File: config.mk
export PLATFORM = sky130hd
export DESIGN_NAME = tcs_timer_set
export DESIGN_NICKNAME = d
export VERILOG_FILES = /design/src/hw/tcs_pkg.sv /design/src/hw/tcs_prescale.sv /design/src/hw/tcs_sync.sv /design/src/hw/tcs_timer_set.sv
export SDC_FILE = /design/constraint.sdc
export NUM_CORES = 1
export LEC_CHECK = 0
export BUFFER_PORTS_ARGS = -buffer_cell sky130_fd_sc_hd__clkbuf_2
export CAP_MARGIN = 20
export CORE_MARGIN = 4
export CORE_UTILIZATION = 38
export DETAILED_ROUTE_END_ITERATION = 6
export PLACE_DENSITY = 0.53
export SYNTH_ARGS = -nofsm -noshare
export SYNTH_HDL_FRONTEND = slang
export SYNTH_HIERARCHICAL = 1
export SYNTH_SLANG_ARGS = --single-unit
File: constraint.sdc
create_clock -name clk -period 3.1 [get_ports clk]
set_clock_uncertainty 0.05 [all_clocks]
set_input_delay 0.155 -clock clk [delete_from_list [all_inputs] [get_ports clk]]
set_output_delay 0.155 -clock clk [all_outputs]
set_load 0.03 [all_outputs]
File: src/hw/tcs_pkg.sv
// constants, register map and helper functions shared by the timer set
package tcs_pkg;

    // ==========================================================
    // timer population
    // ==========================================================
    localparam int TCS_NUM_TIMERS = 5;      // index 0 first timer, 1..4 timers two to five
    localparam int TCS_DATA_W = 16;

    // ==========================================================
    // register map (16-bit word index on reg_addr)
    // ==========================================================
    localparam logic [4:0] TCS_TIMER_STRIDE = 5'h03;
    localparam logic [4:0] TCS_OFS_CTRL = 5'h00;
    localparam logic [4:0] TCS_OFS_COUNT = 5'h01;
    localparam logic [4:0] TCS_OFS_PERIOD = 5'h02;
    localparam logic [4:0] TCS_OFS_FLAGS = 5'h0f;
    localparam logic [4:0] TCS_OFS_IRQ_EN = 5'h10;
    localparam logic [4:0] TCS_OFS_IRQ_PRIO = 5'h11;

    // ==========================================================
    // control field positions
    // ==========================================================
    localparam int TCS_BIT_RUN = 15;        // run_enable
    localparam int TCS_BIT_IDLE = 13;       // idle_stop
    localparam int TCS_BIT_GATE = 6;        // gate_accumulate_enable
    localparam int TCS_BIT_PS_LO = 4;       // prescale_select low bit, field is 5:4
    localparam int TCS_BIT_PAIR = 3;        // pair_32bit_mode, lsw-type only
    localparam int TCS_BIT_SYNC = 2;        // ext_clock_sync, first timer only
    localparam int TCS_BIT_CS = 1;          // clock_source_select

    // writable bits per control register kind, the rest read as zero
    localparam logic [15:0] TCS_MASK_FIRST = 16'ha076;
    localparam logic [15:0] TCS_MASK_LSW = 16'ha07a;
    localparam logic [15:0] TCS_MASK_MSW = 16'ha072;

    // ==========================================================
    // values after reset
    // ==========================================================
    localparam logic [15:0] TCS_CTRL_RESET = 16'h0000;
    localparam logic [15:0] TCS_COUNT_RESET = 16'h0000;
    localparam logic [15:0] TCS_PERIOD_RESET = 16'hffff;

    // ==========================================================
    // prescaler terminal counts (ratio minus one)
    // ==========================================================
    localparam logic [7:0] TCS_PS_LAST_1 = 8'h00;
    localparam logic [7:0] TCS_PS_LAST_8 = 8'h07;
    localparam logic [7:0] TCS_PS_LAST_64 = 8'h3f;
    localparam logic [7:0] TCS_PS_LAST_256 = 8'hff;

    // ==========================================================
    // helpers
    // ==========================================================
    function automatic logic [7:0] tcs_ps_last(input logic [1:0] sel);
        unique case (sel)
            2'h3: return TCS_PS_LAST_256;
            2'h2: return TCS_PS_LAST_64;
            2'h1: return TCS_PS_LAST_8;
            2'h0: return TCS_PS_LAST_1;
        endcase
    endfunction

    function automatic logic tcs_is_msw(input int i);
        return (i == 2) || (i == 4);
    endfunction

    function automatic logic [4:0] tcs_reg_addr(input int i, input logic [4:0] ofs);
        return 5'(i) * TCS_TIMER_STRIDE + ofs;
    endfunction

    function automatic logic [15:0] tcs_ctrl_mask(input int i);
        if (i == 0) begin
            return TCS_MASK_FIRST;
        end
        return tcs_is_msw(i) ? TCS_MASK_MSW : TCS_MASK_LSW;
    endfunction

    // one tick of a 16-bit count: {period match, next count}
    function automatic logic [16:0] tcs_step16(input logic [15:0] c, input logic [15:0] p);
        return (c == p) ? {1'b1, TCS_COUNT_RESET} : {1'b0, c + 16'h0001};
    endfunction

endpackage

File: src/hw/tcs_prescale.sv
// input clock prescaler producing a one-cycle tick every 1, 8, 64 or 256 input ticks
`timescale 1ns/1ps
`default_nettype none
module tcs_prescale
    import tcs_pkg::*;
(
    input wire logic clk,              // instruction clock
    input wire logic sys_rst,          // synchronous reset, high
    input wire logic clr,              // hold the divider empty while the timer is stopped
    input wire logic [1:0] sel,        // prescale_select
    input wire logic tick_in,          // undivided tick
    output logic tick_out              // divided tick, registered
);
    typedef struct packed {
        logic [7:0] cnt;
        logic tick;
    } tcs_ps_s;

    tcs_ps_s s;
    tcs_ps_s next_s;

    // ==========================================================
    // divider
    // ==========================================================
    // a stopped timer restarts with a full prescale period, never a short first one
    always_comb begin
        next_s = s;
        next_s.tick = 1'b0;
        if (clr) begin
            next_s.cnt = '0;
        end else if (tick_in) begin
            if (s.cnt >= tcs_ps_last(sel)) begin
                next_s.cnt = '0;
                next_s.tick = 1'b1;
            end else begin
                next_s.cnt = s.cnt + 8'h01;
            end
        end
    end

    always_ff @(posedge clk) begin
        if (sys_rst) begin
            s <= '0;
        end else begin
            s <= next_s;
        end
    end

    assign tick_out = s.tick;
endmodule // tcs_prescale
`default_nettype wire

File: src/hw/tcs_sync.sv
// two-stage synchroniser for a tick pulse from the external clock path
`timescale 1ns/1ps
`default_nettype none
module tcs_sync
    import tcs_pkg::*;
(
    input wire logic clk,              // instruction clock
    input wire logic sys_rst,          // synchronous reset, high
    input wire logic pulse_in,         // tick before synchronisation
    output logic pulse_out             // same tick, two cycles later
);
    typedef struct packed {
        logic s1;
        logic s2;
    } tcs_sy_s;

    tcs_sy_s s;
    tcs_sy_s next_s;

    // ==========================================================
    // two flops, the first one read only by the second
    // ==========================================================
    always_comb begin
        next_s.s1 = pulse_in;
        next_s.s2 = s.s1;
    end

    always_ff @(posedge clk) begin
        if (sys_rst) begin
            s <= '0;
        end else begin
            s <= next_s;
        end
    end

    assign pulse_out = s.s2;
endmodule // tcs_sync
`default_nettype wire

File: src/hw/tcs_timer_set.sv
// set of five 16-bit timers with 32-bit pairing, register port and triggers
//
// Our own choices: the plain strobed port and the register offsets.
`timescale 1ns/1ps
`default_nettype none
module tcs_timer_set
    import tcs_pkg::*;
(
    input wire logic clk,                      // instruction clock, 200 MHz
    input wire logic sys_rst,                  // synchronous reset, high
    input wire logic [4:0] reg_addr,           // register word index
    input wire logic [15:0] reg_wdata,         // write data
    input wire logic reg_we,                   // write strobe
    input wire logic reg_re,                   // read strobe
    output logic [15:0] reg_rdata,             // read data, cycle after reg_re
    input wire logic cpu_idle,                 // device is in idle mode
    input wire logic [4:0] ext_clock_pin,      // external clock / gate per timer
    output logic [4:0] irq_req,                // flag and enable per timer, held low for a paired lsw timer
    output logic [1:0] dma_trigger,            // period match pulse, timers two and three
    output logic adc_trigger                   // period match pulse of timer three
);
    typedef struct packed {
        logic [4:0][15:0] ctrl;
        logic [4:0][15:0] count;
        logic [4:0][15:0] period;
        logic [4:0] flag;
        logic [4:0] ie;
        logic [14:0] prio;                     // irq_priority, three bits per timer
        logic [4:0] pin_q;                     // previous pin sample for edge detection
        logic [15:0] rdata;
        logic [4:0] irq;
        logic [1:0] dma;
        logic adc;
    } tcs_top_s;

    tcs_top_s s;
    tcs_top_s next_s;

    logic [4:0] pair_on;
    logic [4:0] run;
    logic [4:0] active;
    logic [4:0] cs;
    logic [4:0] gate_en;
    logic [4:0] sync_en;
    logic [4:0][1:0] psel;
    logic [4:0] edge_det;
    logic [4:0] ps_in;
    logic [4:0] ps_out;
    logic [4:0] sync_in;
    logic [4:0] sync_out;
    logic [4:0] tick;
    logic [4:0] ev;

    // ==========================================================
    // effective configuration per timer
    // ==========================================================
    // a paired msw timer borrows every lsw control bit, and its own idle_stop counts as well
    always_comb begin : cfg_decode
        int j;
        logic [15:0] gov;
        logic stop_idle;
        j = 0;
        gov = '0;
        stop_idle = 1'b0;
        pair_on[0] = 1'b0;
        pair_on[1] = s.ctrl[1][TCS_BIT_PAIR];
        pair_on[2] = pair_on[1];
        pair_on[3] = s.ctrl[3][TCS_BIT_PAIR];
        pair_on[4] = pair_on[3];
        for (int i = 0; i < TCS_NUM_TIMERS; i++) begin
            j = (tcs_is_msw(i) && pair_on[i]) ? i - 1 : i;
            gov = s.ctrl[j];
            run[i] = gov[TCS_BIT_RUN];
            cs[i] = gov[TCS_BIT_CS];
            gate_en[i] = gov[TCS_BIT_GATE] & ~gov[TCS_BIT_CS];
            sync_en[i] = (i == 0) ? gov[TCS_BIT_SYNC] : 1'b1;
            psel[i] = gov[TCS_BIT_PS_LO +: 2];
            stop_idle = s.ctrl[i][TCS_BIT_IDLE] | gov[TCS_BIT_IDLE];
            active[i] = run[i] & ~(cpu_idle & stop_idle);
            edge_det[i] = ext_clock_pin[j] & ~s.pin_q[j];
            // timer mode ticks on every instruction cycle, gated mode only in cycles where the gate pin is high
            if (!cs[i]) begin
                ps_in[i] = ~gate_en[i] | ext_clock_pin[j];
            end else if (tcs_is_msw(i)) begin
                ps_in[i] = sync_out[i];
            end else begin
                ps_in[i] = edge_det[i];
            end
            sync_in[i] = tcs_is_msw(i) ? edge_det[i] : ps_out[i];
            // unsynchronised first-timer counting skips the two-flop delay
            if (tcs_is_msw(i)) begin
                tick[i] = ps_out[i];
            end else begin
                tick[i] = (cs[i] & sync_en[i]) ? sync_out[i] : ps_out[i];
            end
        end
        // a pair halts in idle when either half asks to, so the lsw half follows the msw half
        if (pair_on[1]) begin
            active[1] = active[2];
        end
        if (pair_on[3]) begin
            active[3] = active[4];
        end
    end

    // ==========================================================
    // prescaler and synchroniser per timer
    // ==========================================================
    for (genvar g = 0; g < TCS_NUM_TIMERS; g++) begin : g_timer
        tcs_prescale u_ps (
            .clk(clk),
            .sys_rst(sys_rst),
            .clr(~active[g]),
            .sel(psel[g]),
            .tick_in(ps_in[g]),
            .tick_out(ps_out[g])
        );
        tcs_sync u_sy (
            .clk(clk),
            .sys_rst(sys_rst),
            .pulse_in(sync_in[g]),
            .pulse_out(sync_out[g])
        );
    end

    // ==========================================================
    // counting, flags, triggers and register port
    // ==========================================================
    // a bus write to a count in the same cycle as a tick wins over the tick
    always_comb begin : next_state
        int lo;
        int hi;
        logic [16:0] st;
        logic [31:0] wide;
        logic [4:0] flag_clr;
        lo = 0;
        hi = 0;
        st = '0;
        wide = '0;
        flag_clr = '0;
        ev = '0;
        next_s = s;
        next_s.pin_q = ext_clock_pin;
        next_s.rdata = '0;
        if (active[0] && tick[0]) begin
            st = tcs_step16(s.count[0], s.period[0]);
            next_s.count[0] = st[15:0];
            ev[0] = st[16];
        end
        for (int p = 0; p < 2; p++) begin
            lo = 1 + 2 * p;
            hi = lo + 1;
            if (pair_on[lo]) begin
                if (active[lo] && tick[lo]) begin
                    // 32-bit match against the period pair, msw above lsw
                    if ({s.count[hi], s.count[lo]} == {s.period[hi], s.period[lo]}) begin
                        next_s.count[hi] = TCS_COUNT_RESET;
                        next_s.count[lo] = TCS_COUNT_RESET;
                        ev[hi] = 1'b1;
                    end else begin
                        wide = {s.count[hi], s.count[lo]} + 32'h0000_0001;
                        next_s.count[hi] = wide[31:16];
                        next_s.count[lo] = wide[15:0];
                    end
                end
            end else begin
                if (active[lo] && tick[lo]) begin
                    st = tcs_step16(s.count[lo], s.period[lo]);
                    next_s.count[lo] = st[15:0];
                    ev[lo] = st[16];
                end
                if (active[hi] && tick[hi]) begin
                    st = tcs_step16(s.count[hi], s.period[hi]);
                    next_s.count[hi] = st[15:0];
                    ev[hi] = st[16];
                end
            end
        end

        // register writes
        if (reg_we && reg_addr == TCS_OFS_FLAGS) begin
            flag_clr = reg_wdata[4:0];
        end
        for (int i = 0; i < TCS_NUM_TIMERS; i++) begin
            if (reg_we && reg_addr == tcs_reg_addr(i, TCS_OFS_CTRL)) begin
                next_s.ctrl[i] = reg_wdata & tcs_ctrl_mask(i);
            end
            if (reg_we && reg_addr == tcs_reg_addr(i, TCS_OFS_COUNT)) begin
                next_s.count[i] = reg_wdata;
            end
            if (reg_we && reg_addr == tcs_reg_addr(i, TCS_OFS_PERIOD)) begin
                next_s.period[i] = reg_wdata;
            end
        end
        if (reg_we && reg_addr == TCS_OFS_IRQ_EN) begin
            next_s.ie = reg_wdata[4:0];
        end
        if (reg_we && reg_addr == TCS_OFS_IRQ_PRIO) begin
            next_s.prio = reg_wdata[14:0];
        end

        // sticky flags, a match in the clearing cycle survives the clear
        next_s.flag = (s.flag & ~flag_clr) | ev;
        // a paired lsw timer never raises its own request
        next_s.irq = next_s.flag & next_s.ie & {1'b0, pair_on[3], 1'b0, pair_on[1], 1'b0}
            ^ (next_s.flag & next_s.ie & {1'b0, pair_on[3], 1'b0, pair_on[1], 1'b0})
            | (next_s.flag & next_s.ie & ~{1'b0, pair_on[3], 1'b0, pair_on[1], 1'b0});
        next_s.dma = {ev[2], ev[1]};
        next_s.adc = ev[2];

        // register reads, answered in the next cycle only
        if (reg_re) begin
            for (int i = 0; i < TCS_NUM_TIMERS; i++) begin
                if (reg_addr == tcs_reg_addr(i, TCS_OFS_CTRL)) begin
                    next_s.rdata = s.ctrl[i];
                end
                if (reg_addr == tcs_reg_addr(i, TCS_OFS_COUNT)) begin
                    next_s.rdata = s.count[i];
                end
                if (reg_addr == tcs_reg_addr(i, TCS_OFS_PERIOD)) begin
                    next_s.rdata = s.period[i];
                end
            end
            if (reg_addr == TCS_OFS_FLAGS) begin
                next_s.rdata = {11'h000, s.flag};
            end
            if (reg_addr == TCS_OFS_IRQ_EN) begin
                next_s.rdata = {11'h000, s.ie};
            end
            if (reg_addr == TCS_OFS_IRQ_PRIO) begin
                next_s.rdata = {1'b0, s.prio};
            end
        end
    end

    // state register with reset values
    always_ff @(posedge clk) begin
        if (sys_rst) begin
            s <= '0;
            s.period <= {TCS_NUM_TIMERS{TCS_PERIOD_RESET}};
        end else begin
            s <= next_s;
        end
    end

    assign reg_rdata = s.rdata;
    assign irq_req = s.irq;
    assign dma_trigger = s.dma;
    assign adc_trigger = s.adc;

    logic quiet;
    logic t1_async;
    logic t1_sync;
    logic t1_gated;
    assign quiet = !reg_we && !cpu_idle;
    assign t1_async = active[0] && s.ctrl[0][TCS_BIT_CS] && !s.ctrl[0][TCS_BIT_SYNC]
        && psel[0] == 2'h0;
    assign t1_sync = active[0] && s.ctrl[0][TCS_BIT_CS] && s.ctrl[0][TCS_BIT_SYNC]
        && psel[0] == 2'h0;
    assign t1_gated = active[0] && !s.ctrl[0][TCS_BIT_CS] && s.ctrl[0][TCS_BIT_GATE];
endmodule // tcs_timer_set
`default_nettype wire

==> results.sh <==
export IMPL_synth_edff_count=0
export IMPL_outcome="finished with violations"
export IMPL_max_cap_violations=0
export IMPL_async_reset_ff_frac=0
export IMPL_cp_arrival_ns=3.02
export IMPL_critPathTopFamily="simple AND/OR/NAND/NOR gates"
export IMPL_syn_nets=2244
export IMPL_die_h_um=223
export IMPL_yosysTopAreaCell="dfxtp_1"
export IMPL_post_route_period_util=0.865
export IMPL_syn_cell_area_um2=17500
export IMPL_max_stage_delay_ns=0.60
export IMPL_cp_max_fo=6
export IMPL_ys_warn_count=6
export IMPL_die_area_um2=49600
export IMPL_first_pass_iters=7
export IMPL_num_rows=78
export IMPL_critPathLaunchType="register"
export IMPL_synth_top_cells_by_count="305 x nand2_1, 301 x dfxtp_1, 168 x nand3_1"
export IMPL_antenna_found_initial=5
export IMPL_synth_xor_area_frac=0.0685
export IMPL_sequentialPowerShare=0.412
export IMPL_cts_tree="built"
export IMPL_drc_errors=7
export IMPL_fmax_mhz=373
export IMPL_ys_ff_latch=301
export IMPL_grt_ovfl_total=0
export IMPL_clock_insertion_delay_worst_skew_ns=0.57
export IMPL_drt_iter0_drc=1815
export IMPL_vias=17000
export IMPL_dp_final_hpwl_um=45900
export IMPL_die_w_um=223
export IMPL_wl_um=65800
export IMPL_fin_setup_tns_ns=0
export IMPL_switching_power_mw=2.44
export IMPL_path_cells="and3_1, and4_1, and3_1, a21boi_0, o221ai_1, a2111oi_0"
export IMPL_yosysMostFrequentCell="nand2_1"
export IMPL_synthSimpleGateAreaFrac=0.251
export IMPL_worst_pin_slew_ns=0.918
export IMPL_drt_vias_per_instance=6.07
export IMPL_p_comb_frac=0.079
export IMPL_fin_crit_ns=2.68
export IMPL_pin_count=55
export IMPL_wl_per_cell_um=23.5
export IMPL_leakagePower_nw=7.25
export IMPL_fin_nets=2233
export IMPL_drive_gt1_frac=0.133
export IMPL_synth_top_area_frac=0.344
export IMPL_violations="design-rule violations"
export IMPL_clkPwrFrac=0.509
export IMPL_dp_slack_ns=0.279
export IMPL_critPathBufInv=0
export IMPL_hp_class="in2reg"
export IMPL_ir_drop_uv=322
export IMPL_cts_sinks=301
export IMPL_finalMaxSlewViolations=0
export IMPL_synth_distinct_cells=91
export IMPL_slew_headroom=0.372
export IMPL_rsz0062_at_grt="no"
export IMPL_numCtsBuffers=38
export IMPL_final_cells=2807
export IMPL_place_gp_congestion=0.952
export IMPL_grt_max_degree=102
export IMPL_timing_final_ws_setup_ns=0.420
export IMPL_clk_pin_slew_ns=0.06
export IMPL_ant_nets=0
export IMPL_critPathSlowestCell="a2111oi_0"
export IMPL_areaGrowthSynthToFinish_pct=13.0
export IMPL_synth_mux_area_frac=0.0568
export IMPL_ctsLongestPathBuffers=3
export IMPL_final_setup_viol_count=0
export IMPL_ys_seq_area_frac=0.344
export IMPL_port_buffers=54
export IMPL_place_inst=2728
export IMPL_internal_power_mw=7.34
export IMPL_crit_path_frequent_cell="and3_1"
export IMPL_start_util=0.385
export IMPL_cts_root_buf="clkbuf_16"
export IMPL_synthFlopType="dfxtp_1"
export IMPL_synthTopCellsByArea="dfxtp_1 34%, nand2_1 6.5%, nand3_1 4.8%"
export IMPL_grt_pass1_vias=15800
export IMPL_synthAdderAreaFrac=0.0179
export IMPL_post_cts_resized=0
export IMPL_swShare=0.249
export IMPL_synth_cells=2188
export IMPL_core_um2=45500
export IMPL_synth_compound_area_frac=0.205
export IMPL_grt_pass1_wl_um=100000
export IMPL_synth_avg_cell_area_um2=8.00
export IMPL_p_per_area_nw_per_um2=494
export IMPL_htreeDepth=2
export IMPL_report_final_hold_viol_count=0
export IMPL_cp_end_kind="register"
export IMPL_cp_required_ns=3.44
export IMPL_grt_util_all_layers=0.256
export IMPL_synth_top_family_by_area="simple AND/OR/NAND/NOR gates"
export IMPL_critPathKind="reg2reg"
[cell usage in the layout (no fill, tap or decap), types with 46 or more instances in the layout]
cell type / n
nor3_1: 73
nand2_1: 305
clkbuf_2: 52
nand4_1: 46
mux2i_1: 63
o21ai_0: 80
dfxtp_1: 301
nand3_1: 168
buf_4: 91
xnor2_1: 76
nor2_1: 145
a21oi_1: 124
xor2_1: 61
[layer usage]
metal | GRT usage | vias up | wire length (µm)
met5 | 0 | - | 16
met4 | 0.106 | 2 | 2660
met3 | 0.0511 | 146 | 6060
met2 | 0.379 | 809 | 27900
met1 | 0.365 | 8127 | 29200
li1 | - | 7944 | -
[area by class of cell]
| class | instances | area [µm²] |
|---|---|---|
| multi-input cells | 1663 | 10500 |
| repair buffers | 151 | 1030 |
| fillers | 4622 | 25700 |
| flip-flops and latches | 301 | 6030 |
| diodes | 2 | 5.00 |
| clock inverters | 18 | 297 |
| clock buffers | 50 | 1100 |
| well taps | 600 | 751 |
| inverters | 22 | 83.8 |
[power by group through the flow]
stage	Sequential [mW]	Combinational (mW)	Clock, mW
2_1_floorplan	4.05	0.515	0
3_3_place_gp	4.11	0.746	0
3_5_place_dp	4.11	0.749	0
4_1_cts	4.02	0.757	5.06
5_1_grt	4.03	0.819	5.22
6_report	4.03	0.771	4.98
[final timing paths]
| kind | from | endpoint | slack (ns) | cells after the start |
|---|---|---|---|---|
| setup / recovery | s[167] | s[177] | 0.42 | 6 |
| setup reg to reg | s[167] | s[177] | 0.42 | 6 |
| hold reg to reg | g_timer[2].u_sy/next_s[0] | g_timer[2].u_sy/pulse_out | 0.38 | 1 |
| hold / removal | reg_wdata[8] | s[37] | 0.11 | 3 |
[sequential cells by signal, summed over array words and instances, names as in the netlist, 5 cells and up]
name                    flops
irq_req                     5
g_timer.u_ps/tick_out       5
s                         209
g_timer.u_ps/s             40
g_timer.u_sy/next_s         5
reg_rdata                  16
g_timer.u_sy/pulse_out      5
psel                        6
[stage by stage]
| stage | total power, mW | util | area (µm²) | hold WS [ns] |
|---|---|---|---|---|
| 3_3_place_gp | 4.85 | 0.403 | 18300 | 0.342 |
| 3_5_place_dp | 4.86 | 0.403 | 18300 | 0.361 |
| 5_1_grt | 10.1 | 0.435 | 19800 | 0.126 |
| 6_report | 9.78 | 0.435 | 19800 | 0.106 |
| 2_1_floorplan | 4.56 | - | 17500 | 0.177 |
| 4_1_cts | 9.84 | 0.435 | 19800 | 0.0756 |
[cell families after synthesis]
family | Yosys count
AND/OR/NAND/NOR | 907
buffers and inverters | 224
adder cells (fa/ha/maj) | 25
XOR/XNOR | 137
AO/OA/AOI/OAI | 505
multiplexers | 89
flip-flops | 301
[worst min-delay path, stage by stage]
cell,delay (ns)
clkbuf_2,0.32
nand2_1,0.14
a21oi_1,0.06
[repair_timing]
action / 4_1_cts / 5_1_grt
hold endpoints to repair: 32 / 0
endpoints found under the setup margin: 0 / 1
buffers inserted: 0 / 3
hold buffers: 6 / 0
Power figures use the tool's default switching activity.
